==> src/logic/adc_flag_params.svh <==
// Register offsets, field positions and timing counts for the converter post logic
`ifndef ADC_FLAG_PARAMS_SVH
`define ADC_FLAG_PARAMS_SVH
`define OFS_OFFSET_CTRL 8'h40
`define OFS_OFFSET_VAL_LO 8'h41
`define OFS_OFFSET_VAL_HI 8'h42
`define OFS_FLAG_CTRL 8'h45
`define OFS_UPPER_LO 8'h47
`define OFS_UPPER_HI 8'h48
`define OFS_LOWER_LO 8'h49
`define OFS_LOWER_HI 8'h4a
`define OFS_DWELL_LO 8'h4b
`define OFS_DWELL_HI 8'h4c
`define OFS_ALIGN_CTRL 8'h58
`define OFS_ALIGN_MODE 8'h59
`define REG_RESET 8'h00
`define BIT_FLAG_EN 0
`define BIT_OFFSET_EN 1
`define BIT_BW_LSB 2
`define BIT_BW_MSB 5
`define BIT_FREEZE 6
`define BIT_EDGE_MODE 1
`define BIT_EDGE_FALL 0
`define BIT_NCO_EN 0
`define BIT_NCO_ONCE 1
`define BIT_DIV_EN 2
`define BIT_DIV_ONCE 3
`define BIT_FIR_EN 4
`define BIT_FIR_ONCE 5
`define BIT_ONCO_ONCE 6
`define BIT_ONCO_EN 7
`define OVER_LATENCY 7
`define BW_EXP_MAX 4'hd
`define BW_SHIFT_BASE 6'he
`define OFFSET_FRAC 27
`define THRESH_W 15
`endif

==> src/logic/adc_flag_pkg.sv <==
// Types shared by the converter post logic
package adc_flag_pkg;
   typedef logic [7:0] reg_byte_t;
   typedef logic [7:0] reg_addr_t;
   typedef logic [13:0] sample_t;
   typedef enum logic [1:0] {
      FLAG_IDLE = 2'b00,
      FLAG_HIGH = 2'b01,
      FLAG_DWELL = 2'b11
   } flag_state_t;
endpackage : adc_flag_pkg

==> src/logic/adc_threshold_dc_sync_logic.sv <==
// Threshold flags, overrange delay, offset correction and alignment strobe logic for two channels
// Notes on behaviour
// [RULE1] Flag stays low while magnitude is below the threshold enabled by control bit 0.
// [RULE2] Comparisons use sample magnitude only; sign is ignored.
// [RULE3] Overrange flag appears exactly seven clocks after the offending input.
// [RULE4] Flag asserts when magnitude exceeds the upper threshold register pair.
// [RULE5] Upper crossing shows on the flag four clocks after the sample.
// [RULE6] Thresholds are magnitudes where full scale equals two to the thirteenth.
// [RULE7] Flag clears only after magnitude stays below lower threshold for the dwell time.
// [RULE8] Lower threshold is fifteen bits, compared at full resolution.
// [RULE9] Dwell time is 1 to 65535 clocks from a sixteen-bit register pair.
// [RULE10] Offset correction is a high-pass loop with exponent k in control bits 5..2.
// [RULE11] Exponents 14 and 15 act as 13.
// [RULE12] Current correction reads back per channel as sixteen bits over two registers.
// [RULE13] Freeze holds and keeps applying the estimate; clearing resumes estimation.
// [RULE14] Correction is applied to output data only while enable bit 1 is set.
// [RULE15] Divider, tuning oscillator, filters and output oscillator realign once or every strobe.
// [RULE16] The alignment strobe is synchronised to the sample clock before use.
// [RULE17] The far side drives the strobe synchronous to the input clock as CMOS.
// [RULE18] Mode bit 1 picks level or edge detection; bit 0 picks rising or falling.
// [RULE19] Level and edge settings affect filters and oscillators, not the divider.
// [RULE20] Control bits 0 and 1 set tuning oscillator realignment.
// [RULE21] Control bits 4 and 5 set filter realignment.
// [RULE22] Control bits 7 and 6 set output oscillator realignment.
// [RULE23] Each channel has its own flag, dwell counter and overrange flag.
// [RULE24] Magnitude back at or above lower threshold restarts the dwell count.
// [RULE25] A write to the alignment control re-arms single-strobe realignment.
`timescale 1ns/1ps
`include "adc_flag_params.svh"
module adc_threshold_dc_sync_logic #(
   parameter int SAMPLE_W = 14
) (
   input wire logic sys_clk,
   input wire logic reset_n,
   input wire adc_flag_pkg::sample_t sample_chan_a,
   input wire adc_flag_pkg::sample_t sample_chan_b,
   input wire logic over_in_a,
   input wire logic over_in_b,
   input wire logic sync_in,
   input wire logic reg_write,
   input wire logic reg_chan,
   input wire adc_flag_pkg::reg_addr_t reg_addr,
   input wire adc_flag_pkg::reg_byte_t reg_wdata,
   output adc_flag_pkg::reg_byte_t reg_rdata,
   output logic threshold_flag_chan_a,
   output logic threshold_flag_chan_b,
   output logic overrange_a,
   output logic overrange_b,
   output adc_flag_pkg::sample_t data_out_a,
   output adc_flag_pkg::sample_t data_out_b,
   output logic restart_divider,
   output logic restart_nco,
   output logic restart_fir,
   output logic restart_out_nco
);
   import adc_flag_pkg::*;

   localparam int ACC_W = SAMPLE_W + `OFFSET_FRAC;
   localparam int NCH = 2;

   // Refuse widths the packed ports and magnitude compare cannot serve
   if (SAMPLE_W != $bits(sample_t)) begin : g_width_check
      $error("SAMPLE_W must match the sample port width");
   end

   // Reset release through two flip-flops
   logic rst_meta;
   logic rst_n;
   always_ff @(posedge sys_clk or negedge reset_n) begin
      if (!reset_n) begin
         rst_meta <= 1'b0;
         rst_n <= 1'b0;
      end else begin
         rst_meta <= 1'b1;
         rst_n <= rst_meta;
      end
   end

   // Per-channel views of the ports
   sample_t samp [NCH];
   logic over_in [NCH];
   logic flag_q [NCH];
   logic over_q [NCH];
   sample_t data_q [NCH];
   reg_byte_t chan_rd [NCH];
   assign samp[0] = sample_chan_a;
   assign samp[1] = sample_chan_b;
   assign over_in[0] = over_in_a;
   assign over_in[1] = over_in_b;
   assign threshold_flag_chan_a = flag_q[0];
   assign threshold_flag_chan_b = flag_q[1];
   assign overrange_a = over_q[0];
   assign overrange_b = over_q[1];
   assign data_out_a = data_q[0];
   assign data_out_b = data_q[1];

   // Magnitude of a twos complement sample
   function automatic logic [SAMPLE_W-1:0] magnitude(input logic [SAMPLE_W-1:0] s);
      magnitude = s[SAMPLE_W-1] ? SAMPLE_W'(~s + 1'b1) : s;
   endfunction : magnitude

   // Clamp the bandwidth exponent
   function automatic logic [3:0] clamp_exp(input logic [3:0] k);
      clamp_exp = (k > `BW_EXP_MAX) ? `BW_EXP_MAX : k;
   endfunction : clamp_exp

   for (genvar ch = 0; ch < NCH; ch++) begin : g_chan
      logic [7:0] offset_ctrl, next_offset_ctrl;
      logic [7:0] flag_ctrl, next_flag_ctrl;
      logic [15:0] upper_thr, next_upper_thr;
      logic [15:0] lower_thr, next_lower_thr;
      logic [15:0] dwell, next_dwell;
      logic sel;
      assign sel = reg_write && (reg_chan == 1'(ch));

      // Register writes for this channel
      always_comb begin
         next_offset_ctrl = offset_ctrl;
         next_flag_ctrl = flag_ctrl;
         next_upper_thr = upper_thr;
         next_lower_thr = lower_thr;
         next_dwell = dwell;
         if (sel) begin
            case (reg_addr)
               `OFS_OFFSET_CTRL: next_offset_ctrl = reg_wdata;
               `OFS_FLAG_CTRL: next_flag_ctrl = reg_wdata;
               `OFS_UPPER_LO: next_upper_thr[7:0] = reg_wdata;
               `OFS_UPPER_HI: next_upper_thr[15:8] = reg_wdata;
               `OFS_LOWER_LO: next_lower_thr[7:0] = reg_wdata;
               `OFS_LOWER_HI: next_lower_thr[15:8] = reg_wdata;
               `OFS_DWELL_LO: next_dwell[7:0] = reg_wdata; // [RULE9]
               `OFS_DWELL_HI: next_dwell[15:8] = reg_wdata;
               default: next_offset_ctrl = offset_ctrl;
            endcase
         end
      end

      always_ff @(posedge sys_clk or negedge rst_n) begin
         if (!rst_n) begin
            offset_ctrl <= `REG_RESET;
            flag_ctrl <= `REG_RESET;
            upper_thr <= 16'h0000;
            lower_thr <= 16'h0000;
            dwell <= 16'h0000;
         end else begin
            offset_ctrl <= next_offset_ctrl;
            flag_ctrl <= next_flag_ctrl;
            upper_thr <= next_upper_thr;
            lower_thr <= next_lower_thr;
            dwell <= next_dwell;
         end
      end

      // Threshold pipeline: magnitude, compare, align, flag
      logic [SAMPLE_W-1:0] mag, next_mag;
      logic above, below, above_d, below_d;
      logic next_above, next_below;
      flag_state_t state, next_state;
      logic [15:0] cnt, next_cnt;
      logic [15:0] dwell_eff;
      logic next_flag;
      logic [`OVER_LATENCY-1:0] over_pipe, next_over_pipe;

      always_comb begin
         next_mag = magnitude(samp[ch]); // [RULE2]
         // Full-scale magnitude is 2^13; thresholds share that scale [RULE6]
         next_above = {1'b0, mag} > upper_thr[`THRESH_W-1:0]; // [RULE4]
         next_below = {1'b0, mag} < lower_thr[`THRESH_W-1:0]; // [RULE8]
         dwell_eff = (dwell == 16'h0000) ? 16'h0001 : dwell;
         next_state = state;
         next_cnt = cnt;
         case (state)
            FLAG_IDLE: begin
               next_cnt = 16'h0000;
               if (above_d) begin
                  next_state = FLAG_HIGH; // [RULE5]
               end
            end
            FLAG_HIGH, FLAG_DWELL: begin
               if (!below_d) begin
                  next_state = FLAG_HIGH; // [RULE24]
                  next_cnt = 16'h0000;
               end else if (cnt + 16'h0001 >= dwell_eff) begin
                  next_state = FLAG_IDLE; // [RULE7]
                  next_cnt = 16'h0000;
               end else begin
                  next_state = FLAG_DWELL;
                  next_cnt = cnt + 16'h0001;
               end
            end
            default: begin
               next_state = FLAG_IDLE;
               next_cnt = 16'h0000;
            end
         endcase
         if (!flag_ctrl[`BIT_FLAG_EN]) begin
            next_state = FLAG_IDLE; // [RULE1]
            next_cnt = 16'h0000;
         end
         next_flag = (next_state != FLAG_IDLE);
         next_over_pipe = {over_pipe[`OVER_LATENCY-2:0], over_in[ch]}; // [RULE3]
      end

      // Independent per-channel state [RULE23]
      always_ff @(posedge sys_clk or negedge rst_n) begin
         if (!rst_n) begin
            mag <= '0;
            above <= 1'b0;
            below <= 1'b0;
            above_d <= 1'b0;
            below_d <= 1'b0;
            state <= FLAG_IDLE;
            cnt <= 16'h0000;
            flag_q[ch] <= 1'b0;
            over_pipe <= '0;
         end else begin
            mag <= next_mag;
            above <= next_above;
            below <= next_below;
            above_d <= above;
            below_d <= below;
            state <= next_state;
            cnt <= next_cnt;
            flag_q[ch] <= next_flag;
            over_pipe <= next_over_pipe;
         end
      end
      assign over_q[ch] = over_pipe[`OVER_LATENCY-1];

      // Offset estimate: first-order loop on the raw samples
      logic signed [ACC_W-1:0] acc, next_acc;
      logic signed [ACC_W:0] err;
      logic signed [ACC_W:0] step;
      logic [5:0] shift;
      logic signed [SAMPLE_W-1:0] offset_int;
      logic signed [SAMPLE_W:0] diff;
      sample_t next_data;

      always_comb begin
         shift = 6'(clamp_exp(offset_ctrl[`BIT_BW_MSB:`BIT_BW_LSB])) + `BW_SHIFT_BASE; // [RULE11]
         err = $signed({samp[ch][SAMPLE_W-1], samp[ch], {`OFFSET_FRAC{1'b0}}}) - $signed({acc[ACC_W-1], acc});
         step = err >>> shift; // [RULE10]
         next_acc = offset_ctrl[`BIT_FREEZE] ? acc : ACC_W'(acc + step[ACC_W-1:0]); // [RULE13]
         offset_int = acc[ACC_W-1 -: SAMPLE_W];
         diff = $signed({samp[ch][SAMPLE_W-1], samp[ch]}) - $signed({offset_int[SAMPLE_W-1], offset_int});
         if (diff[SAMPLE_W] != diff[SAMPLE_W-1]) begin
            next_data = diff[SAMPLE_W] ? {1'b1, {(SAMPLE_W-1){1'b0}}} : {1'b0, {(SAMPLE_W-1){1'b1}}};
         end else begin
            next_data = diff[SAMPLE_W-1:0];
         end
         if (!offset_ctrl[`BIT_OFFSET_EN]) begin
            next_data = samp[ch]; // [RULE14]
         end
      end

      always_ff @(posedge sys_clk or negedge rst_n) begin
         if (!rst_n) begin
            acc <= '0;
            data_q[ch] <= '0;
         end else begin
            acc <= next_acc;
            data_q[ch] <= next_data;
         end
      end

      // Read view of this channel; estimate reads as sixteen bits [RULE12]
      always_comb begin
         case (reg_addr)
            `OFS_OFFSET_CTRL: chan_rd[ch] = offset_ctrl;
            `OFS_OFFSET_VAL_LO: chan_rd[ch] = acc[ACC_W-9 -: 8];
            `OFS_OFFSET_VAL_HI: chan_rd[ch] = acc[ACC_W-1 -: 8];
            `OFS_FLAG_CTRL: chan_rd[ch] = flag_ctrl;
            `OFS_UPPER_LO: chan_rd[ch] = upper_thr[7:0];
            `OFS_UPPER_HI: chan_rd[ch] = upper_thr[15:8];
            `OFS_LOWER_LO: chan_rd[ch] = lower_thr[7:0];
            `OFS_LOWER_HI: chan_rd[ch] = lower_thr[15:8];
            `OFS_DWELL_LO: chan_rd[ch] = dwell[7:0];
            `OFS_DWELL_HI: chan_rd[ch] = dwell[15:8];
            default: chan_rd[ch] = 8'h00;
         endcase
      end
   end

   // Alignment registers and strobe conditioning
   logic [7:0] align_ctrl, next_align_ctrl;
   logic [7:0] align_mode, next_align_mode;
   logic sync_meta, sync_q, sync_prev;
   logic ctrl_write;
   logic strobe_div, strobe_proc;
   reg_byte_t next_rdata;

   assign ctrl_write = reg_write && (reg_addr == `OFS_ALIGN_CTRL);

   always_comb begin
      next_align_ctrl = ctrl_write ? reg_wdata : align_ctrl;
      next_align_mode = (reg_write && reg_addr == `OFS_ALIGN_MODE) ? reg_wdata : align_mode;
      // Divider sees the plain level [RULE19]
      strobe_div = sync_q;
      if (align_mode[`BIT_EDGE_MODE]) begin
         strobe_proc = align_mode[`BIT_EDGE_FALL] ? (sync_prev && !sync_q) : (!sync_prev && sync_q); // [RULE18]
      end else begin
         strobe_proc = sync_q;
      end
      case (reg_addr)
         `OFS_ALIGN_CTRL: next_rdata = align_ctrl;
         `OFS_ALIGN_MODE: next_rdata = align_mode;
         default: next_rdata = chan_rd[reg_chan];
      endcase
   end

   // Two-flop synchroniser; the second stage and its one-clock delayed copy drive the strobes [RULE16]
   always_ff @(posedge sys_clk or negedge rst_n) begin
      if (!rst_n) begin
         sync_meta <= 1'b0;
         sync_q <= 1'b0;
         sync_prev <= 1'b0;
         align_ctrl <= `REG_RESET;
         align_mode <= `REG_RESET;
         reg_rdata <= 8'h00;
      end else begin
         sync_meta <= sync_in;
         sync_q <= sync_meta;
         sync_prev <= sync_q;
         align_ctrl <= next_align_ctrl;
         align_mode <= next_align_mode;
         reg_rdata <= next_rdata;
      end
   end

   // Realignment per function: 0 tuning osc, 1 filters, 2 output osc, 3 divider [RULE15]
   localparam int EN_BIT [4] = '{`BIT_NCO_EN, `BIT_FIR_EN, `BIT_ONCO_EN, `BIT_DIV_EN};
   localparam int ONCE_BIT [4] = '{`BIT_NCO_ONCE, `BIT_FIR_ONCE, `BIT_ONCO_ONCE, `BIT_DIV_ONCE};
   logic [3:0] restart_q;
   assign restart_nco = restart_q[0]; // [RULE20]
   assign restart_fir = restart_q[1]; // [RULE21]
   assign restart_out_nco = restart_q[2]; // [RULE22]
   assign restart_divider = restart_q[3];

   for (genvar f = 0; f < 4; f++) begin : g_align
      logic armed, next_armed, fire, strobe;
      always_comb begin
         strobe = (f == 3) ? strobe_div : strobe_proc;
         fire = align_ctrl[EN_BIT[f]] && strobe && (!align_ctrl[ONCE_BIT[f]] || armed);
         // Write re-arms and wins over a same-cycle firing [RULE25]
         next_armed = ctrl_write ? 1'b1 : (fire && align_ctrl[ONCE_BIT[f]] ? 1'b0 : armed);
      end
      always_ff @(posedge sys_clk or negedge rst_n) begin
         if (!rst_n) begin
            armed <= 1'b1;
            restart_q[f] <= 1'b0;
         end else begin
            armed <= next_armed;
            restart_q[f] <= fire;
         end
      end
   end
endmodule : adc_threshold_dc_sync_logic

==> config.mk <==
export PLATFORM = sky130hd
export DESIGN_NAME = adc_threshold_dc_sync_logic
export DESIGN_NICKNAME = d
export VERILOG_FILES = /design/src/logic/adc_flag_pkg.sv /design/src/logic/adc_threshold_dc_sync_logic.sv
export VERILOG_INCLUDE_DIRS = /design/src /design/src/logic
export SDC_FILE = /design/constraint.sdc
export NUM_CORES = 1
export LEC_CHECK = 0
export ABC_AREA = 1
export BUFFER_PORTS_ARGS = -buffer_cell sky130_fd_sc_hd__buf_2
export CAP_MARGIN = 20
export CORE_MARGIN = 2
export CORE_UTILIZATION = 53
export CTS_BUF_LIST = sky130_fd_sc_hd__clkbuf_16
export DETAILED_ROUTE_END_ITERATION = 7
export GPL_TIMING_DRIVEN = 0
export MAX_ROUTING_LAYER = met4
export PLACE_DENSITY = 0.69
export SLEW_MARGIN = 20
export SYNTH_ARGS = -nofsm -noshare
export SYNTH_HDL_FRONTEND = slang
export SYNTH_SLANG_ARGS = --single-unit
==> constraint.sdc <==
create_clock -name sys_clk -period 14.2 [get_ports sys_clk]
set_clock_uncertainty 0.1 [all_clocks]
set_input_delay 1.42 -clock sys_clk [delete_from_list [all_inputs] [get_ports sys_clk]]
set_output_delay 1.42 -clock sys_clk [all_outputs]
set_load 0.005 [all_outputs]
==> results.toml, run 1 <==
[floorplan]
rows = 88
coreArea_mm2 = 0.0578
initial_core_util = 0.538
die_w_um = 246
ios = 95
dieArea_mm2 = 0.0606
die_h_um = 246

[sta]
slew_viol_final = 0
setup_tns_ns = 0
rsz0062_at_grt = "false"
finalSetupViolCount = 0
maxSlewHeadroom = 0.406
fin_crit_ns = 7.01
hold_ws_ns = 0.165
max_clock_freq_mhz = 143
period_share = 0.493
worstMarginPinSlew_ns = 0.886
hold_viol = 0

[worst_setup_path]
criticalPathCategory = "flop to flop"
ff2ff_path_depth = 27
cp_slowest_cell = "xnor2_1"
critical_path_arrival_ns = 7.35
rrSetupSlack_ns = 7.19
slowest_delay_ns = 0.59
worst_setup_path_end_kind = "flop"
cp.required_ns = 14.55
cpLargestDelayFamily = "simple AND/OR/NAND/NOR gates"
path_max_fanout = 10
start_kind = "flop"
rr_endpoint = "g_chan[1].acc[30]"
crit_buf_inv = 7
r2r_start = "g_chan[1].offset_ctrl[5]"

[global_routing]
grt_pass1_wl_mm = 178
grt_max_degree = 61
antenna_found_initial = 1
gr-total-overflow = 0
grt_pass1_vias = 30900
grt_use_total = 0.391

[logic_synthesis]
netlist_top_cells_count = "nand2_1 (1192), nand3_1 (607), inv_1 (588)"
yosys.area.top_type = "dfrtp_1"
yosys_warnings = 0
netlist_instances = 4691
synth.most_common_cell = "nand2_1"
syn_avg_cell_area_um2 = 6.63
ys_seq_elements = 363
netlist_area_mm2 = 0.0311
ys_seq_area_frac = 0.292
synth.net_count = 4950
yosysUniqueCellTypes = 66
synthArstFlopShare = 1.00
synthTopCellsByArea = "dfrtp_1 (29%), nand2_1 (14%), nand3_1 (9.8%)"
synth-edff-count = 0
yosysTopAreaCellShare = 0.289
synth_top_flop_cell = "dfrtp_1"

[detailed_routing]
first_pass_iters = 6
wl_mm = 116
drt_iter0_markers = 3664
ant_nets = 0
remaining_drc_errors = 0
wl_per_cell_um = 20.5
vias_per_cell = 5.87
via_count = 33100

[clock_tree]
clk_latency_ns = 0.59
cts_root_buffer = "clkbuf_16"
hold_buffers = 0
cts.repair.resized = 0
numClockSinks = 363
cts_made_buffers = 44
post_cts_buffers = 0
cts-htree-levels = 2
cts.reportedPaths.clkPinSlew_ns = 0.06
cts_buffer_depth = 3
cts_tree = "built"

[outcome]
status = "finished clean"

[power]
p_leak_nw = 16.8
power.density_mw_per_mm2 = 251
peakVddDrop_mv = 0.201

[placement]
io_buffers = 94
gp_congestion = 1.04
dp_hpwl_mm = 95.0
place_area_mm2 = 0.0327

[finish]
nFillCells = 5791
finalInstanceArea_mm2 = 0.0342
syn_to_final_growth_pct = 9.89
final_nets = 5097
drive_gt1_frac = 0.0878

[run]
maxCapViolations = 0

[worst_hold_path]
hold_class = "flop to async pin"
==> state kept, by name (all words and copies together), names as in the netlist, 14 cells and up <==
name and flops:
data_out_a 14, data_out_b 14, g_chan.acc 82, g_chan.cnt 32
g_chan.dwell 32, g_chan.flag_ctrl 16, g_chan.lower_thr 32, g_chan.mag 28
g_chan.offset_ctrl 16, g_chan.over_pipe 14, g_chan.upper_thr 32
==> cell usage in the layout (no fill, tap or decap), types with 72 or more instances in the layout <==
master / count
a21oi_1: 191
buf_2: 135
o21ai_0: 349
clkbuf_1: 72
nand3_1: 607
dfrtp_1: 358
inv_1: 593
xor2_1: 82
ha_1: 204
nand2_1: 1192
nor2_1: 391
==> worst max-delay path by stage <==
| stage | from | to | slack, ns | depth (start not counted) |
|---|---|---|---|---|
| final | g_chan[1].offset_ctrl[5] | g_chan[1].acc[30] | 7.19 | 27 |
| after global routing | g_chan[1].offset_ctrl[5] | g_chan[1].acc[30] | 6.90 | 27 |
| after CTS | g_chan[1].offset_ctrl[5] | g_chan[1].acc[30] | 7.60 | 27 |
| after detailed placement | sample_chan_b[0] | g_chan[1].acc[30] | 7.48 | 28 |
| after global placement | rst_n | g_chan[0].over_pipe[6] | -1.03 | 0 |
| after floorplan | rst_n | align_ctrl[0] | 3.24 | 0 |
==> kinds of logic after synthesis <==
group | share of synthesized area
flip-flops | 0.292
AO/OA/AOI/OAI | 0.146
other | 0.000121
buffers and inverters | 0.0924
AND/OR/NAND/NOR | 0.358
XOR/XNOR | 0.0261
adder cells (fa/ha/maj) | 0.0847
==> cell type report <==
| cell class | instances | area [um^2] | share of cell area |
|---|---|---|---|
| inverters | 618 | 2320 | 0.0680 |
| plain buffers | 126 | 551 | 0.0161 |
| multi-input cells | 3584 | 19100 | 0.560 |
| clock buffers | 45 | 1130 | 0.0330 |
| clock inverters | 36 | 330 | 0.00967 |
| well taps | 765 | 957 | 0.0280 |
| diodes | 1 | 2.50 | 0.0000733 |
| flip-flops and latches | 363 | 9090 | 0.266 |
| repair buffers | 101 | 656 | 0.0192 |
==> per-layer routing <==
| layer | up-vias | routed length (um) | share of wire | track usage |
|---|---|---|---|---|
| met5 | - | 0 | 0 | - |
| met4 | 0 | 4220 | 0.036 | 0.134 |
| met3 | 227 | 9910 | 0.086 | 0.0516 |
| met2 | 1477 | 50300 | 0.43 | 0.588 |
| met1 | 15500 | 51300 | 0.44 | 0.541 |
| li1 | 15900 | - | - | - |
==> power breakdown <==
part           total, mW  internal (mW)  switching (mW)  leakage, nW
Combinational       5.98           1.89            4.08         11.5
Sequential          1.45           1.24           0.212         4.62
Clock               1.15          0.657           0.493        0.736
Total               8.58           3.79            4.79         16.8
==> worst register-to-register path, cell delays in order, from the launching register on <==
cell and delay [ns]:
dfrtp_1 0.46, nand2_1 0.10, inv_1 0.06, nor2_2 0.44, inv_1 0.16, clkbuf_1 0.35, ha_1 0.33, xnor2_1 0.59
clkinv_1 0.43, clkbuf_1 0.35, nand3_1 0.23, nand3_1 0.14, nand2_1 0.12, ha_1 0.24, inv_1 0.12, fa_1 0.36
inv_1 0.20, nand3_1 0.13, nand2_1 0.19, a21oi_1 0.12, o21ai_1 0.51, a21oi_1 0.27, o21ai_1 0.35, nand3_1 0.18
nand2_1 0.10, nand2_1 0.05, nand3_1 0.09, o21ai_0 0.11
==> through the flow <==
step | util | cells | setup slack, ns | total power [mW]
2_1_floorplan | - | 4691 | 3.24 | 5.54
3_3_place_gp | 0.562 | 5550 | -1.03 | 7.17
3_5_place_dp | 0.566 | 5557 | 7.48 | 7.22
4_1_cts | 0.591 | 5638 | 7.60 | 8.40
5_1_grt | 0.591 | 5639 | 6.90 | 9.29
6_report | 0.591 | 5639 | 7.19 | 8.58
No activity file was read; power rests on OpenSTA's default activity.
==> inputs of run 2 (changes only) <==
--- a/config.mk
+++ b/config.mk
@@ -6,7 +6,7 @@
 export SDC_FILE = /design/constraint.sdc
 export NUM_CORES = 1
 export LEC_CHECK = 0
-export ABC_AREA = 1
+export ABC_AREA = 0
 export BUFFER_PORTS_ARGS = -buffer_cell sky130_fd_sc_hd__buf_2
 export CAP_MARGIN = 20
 export CORE_MARGIN = 2
@@ -15,7 +15,7 @@
 export DETAILED_ROUTE_END_ITERATION = 7
 export GPL_TIMING_DRIVEN = 0
 export MAX_ROUTING_LAYER = met4
-export PLACE_DENSITY = 0.69
+export PLACE_DENSITY = 0.71
 export SLEW_MARGIN = 20
 export SYNTH_ARGS = -nofsm -noshare
 export SYNTH_HDL_FRONTEND = slang
==> constraint.sdc (replaced) <==
create_clock -name sys_clk -period 6.3 [get_ports sys_clk]
set_clock_uncertainty 0.1 [all_clocks]
set_input_delay 0.63 -clock sys_clk [delete_from_list [all_inputs] [get_ports sys_clk]]
set_output_delay 0.63 -clock sys_clk [all_outputs]
set_load 0.005 [all_outputs]
==> run 2 against run 1 <==
Net effect:
- area after synthesis shrank 6.2%
- fmax grew 12%
- clock power grew 120%
- register-to-register slack lost 7.1 ns
- core utilization grew 3.5 points
- sequential share of layout area grew 0.24 points
- worst hold slack lost 0.11 ns
- first-iteration DRC count shrank 21%
==> results.toml, run 2 <==
[detailed_routing]
remaining_drc_errors = 0
wl_mm = 98.0
drt_iter0_markers = 2883
ant_nets = 0
wl_per_cell_um = 22.5
vias_per_cell = 6.51
first_pass_iters = 6
via_count = 28400

[logic_synthesis]
yosys_warnings = 0
netlist_instances = 3461
yosysUniqueCellTypes = 89
synthArstFlopShare = 1.00
synth-xor-area-share = 0.0558
syn_avg_cell_area_um2 = 8.42
synth-compound-area-share = 0.243
synth_top_family_by_area = "compound AO/OA/AOI/OAI gates"
yosys.area.top_type = "dfrtp_1"
synth_fa_ha_area_frac = 0.0903
netlist_area_mm2 = 0.0292
synth.area.mux_share = 0.0834
ys_seq_elements = 363
synth-edff-count = 0
synth_top_flop_cell = "dfrtp_1"
synth-simple-area-share = 0.162
synth.net_count = 3720
synthTopCellsByArea = "dfrtp_1 (31%), ha_1 (8.8%), mux2_2 (5.1%)"
synth.most_common_cell = "dfrtp_1"
netlist_top_cells_count = "dfrtp_1 (359), nand2_1 (351), o21ai_0 (286)"
yosysTopAreaCellShare = 0.308
ys_seq_area_frac = 0.312

[finish]
finalInstanceArea_mm2 = 0.0339
syn_to_final_growth_pct = 16.2
final_nets = 3895
layout_common_cells = "dfrtp_1 (351), nand2_1 (350), o21ai_0 (254)"
final_common_cell = "dfrtp_1"
diodes = 0
largest_reg_flops = 82
regMostFlops = "g_chan.acc"
drive_gt1_frac = 0.165

[global_routing]
antenna_found_initial = 2
grt_use_total = 0.346
gr-total-overflow = 0
grt_max_degree = 56
grt_pass1_vias = 26600
grt_pass1_wl_mm = 151

[power]
peakVddDrop_mv = 0.516
p_leak_nw = 15.1
power.density_mw_per_mm2 = 566

[worst_setup_path]
startpoint = "g_chan[1].acc[3]"
criticalPathCategory = "flop to flop"
cp.required_ns = 6.68
worst_setup_path_end_kind = "flop"
slowest_delay_ns = 0.64
cp_common_cell = "a21oi_1"
r2r_start = "g_chan[1].acc[3]"
path_max_fanout = 6
start_kind = "flop"
cpLargestDelayFamily = "compound AO/OA/AOI/OAI gates"
cp_slowest_cell = "or4_4"
crit_buf_inv = 4
critical_path_arrival_ns = 6.62

[placement]
io_buffers = 84
place_area_mm2 = 0.0307
gp_congestion = 0.997
dp_hpwl_mm = 73.3

[sta]
rsz0062_at_grt = "true"
period_share = 0.990
finalSetupViolCount = 0
hold_ws_ns = 0.0566
worstMarginPinSlew_ns = 1.22
fin_crit_ns = 6.24
maxSlewHeadroom = 0.186
slew_viol_final = 0
max_clock_freq_mhz = 160
hold_viol = 0

[floorplan]
ios = 95
coreArea_mm2 = 0.0541
initial_core_util = 0.539
rows = 85
die_w_um = 239
dieArea_mm2 = 0.0569
die_h_um = 239

[outcome]
status = "finished clean"

[clock_tree]
cts_root_buffer = "clkbuf_16"
cts.reportedPaths.clkPinSlew_ns = 0.06
cts_buffer_depth = 3
clk_latency_ns = 0.59
numClockSinks = 363
cts_tree = "built"
cts_made_buffers = 42
cts-htree-levels = 2

[run]
maxCapViolations = 0

[worst_hold_path]
hp-start = "sync_in"
hold_class = "input port to flop"
-- run 2: changes by cell type in the layout (fill, tap and decap cells not counted), sizes merged, moves of 111 or more --
cell	delta
nand3	-558
nand2	-880
xnor2	+111
inv	-419
nor2	-207
mux2	+131
-- run 2: timing repair --
action	in CTS	in global routing
buffers inserted	16	39
resized for setup	137	200
cloned	0	1
setup endpoints to repair	54	37
hold endpoints to repair	2	0
pin swaps	27	79
hold buffers	1	0
-- run 2: cell families after synthesis --
group | Yosys count
compound gates | 1081
simple gates | 991
buf+inv | 413
flops | 363
mux | 219
fa+ha+maj | 208
xor+xnor | 185
other cells | 1
-- run 2: where the power goes --
part	leakage (nW)	switching (mW)	total (mW)	internal [mW]
combinational	9.89	7.69	13.2	5.53
clock	0.735	1.06	2.58	1.52
sequential	4.44	0.549	3.37	2.82
-- run 2: path summary, 6_finish.rpt --
| path | to | slack (ns) | cells after the start |
|---|---|---|---|
| max in group asynchronous | g_chan[1].cnt[2] | 4.42 | 4 |
| setup reg to reg | g_chan[1].acc[29] | 0.06 | 25 |
| setup / recovery | g_chan[1].acc[29] | 0.06 | 25 |
| hold / removal | sync_meta | 0.06 | 1 |
| hold reg to reg | g_chan[0].acc[6] | 0.16 | 0 |
| min in group asynchronous | g_chan[0].acc[6] | 0.16 | 0 |
-- run 2: per-layer routing --
layer | track usage | vias up | routed length, um
li1 | - | 13100 | -
met1 | 0.459 | 13700 | 41100
met2 | 0.539 | 1373 | 45000
met3 | 0.0448 | 255 | 7720
met4 | 0.141 | 0 | 4210
met5 | - | - | 0
-- run 2: final cells by class --
cell class	instances	area (um^2)
inverters	199	747
multi-input cells	2685	19800
fillers	4800	20200
plain buffers	195	826
repair buffers	150	1060
clock buffers	42	1050
flip-flops and latches	363	9100
well taps	696	871
clock inverters	36	392
-- run 2: metrics by stage --
step / utilization / setup slack, ns / power, mW / instances / TNS, ns
2_1_floorplan: - / 0.248 / 11.8 / 3461 / 0
3_3_place_gp: 0.562 / -2.19 / 14.4 / 4241 / -810.53
3_5_place_dp: 0.566 / -2.22 / 14.5 / 4250 / -57.28
4_1_cts: 0.605 / -0.0000151 / 17.8 / 4336 / -0.0000151
5_1_grt: 0.626 / -0.0756 / 20.6 / 4366 / -0.380
6_report: 0.626 / 0.0604 / 19.2 / 4366 / 0
-- run 2: worst reg2reg max path: stages (launching register included) --
cell       delay (ns)
dfrtp_1          0.39
buf_6            0.14
or4_4            0.47
buf_6            0.15
or4_4            0.64
buf_4            0.19
clkbuf_16        0.15
nand2_1          0.08
a21oi_1          0.09
a2111oi_0        0.50
a21oi_1          0.14
mux2i_1          0.27
a21oi_1          0.13
o21ai_2          0.11
o31ai_4          0.13
ha_1             0.29
a2111oi_4        0.37
o21ai_2          0.10
nand4_1          0.11
nand4b_1         0.24
a221o_1          0.44
a41oi_2          0.30
o21bai_1         0.13
a21oi_2          0.14
xnor2_1          0.07
mux2_2           0.26
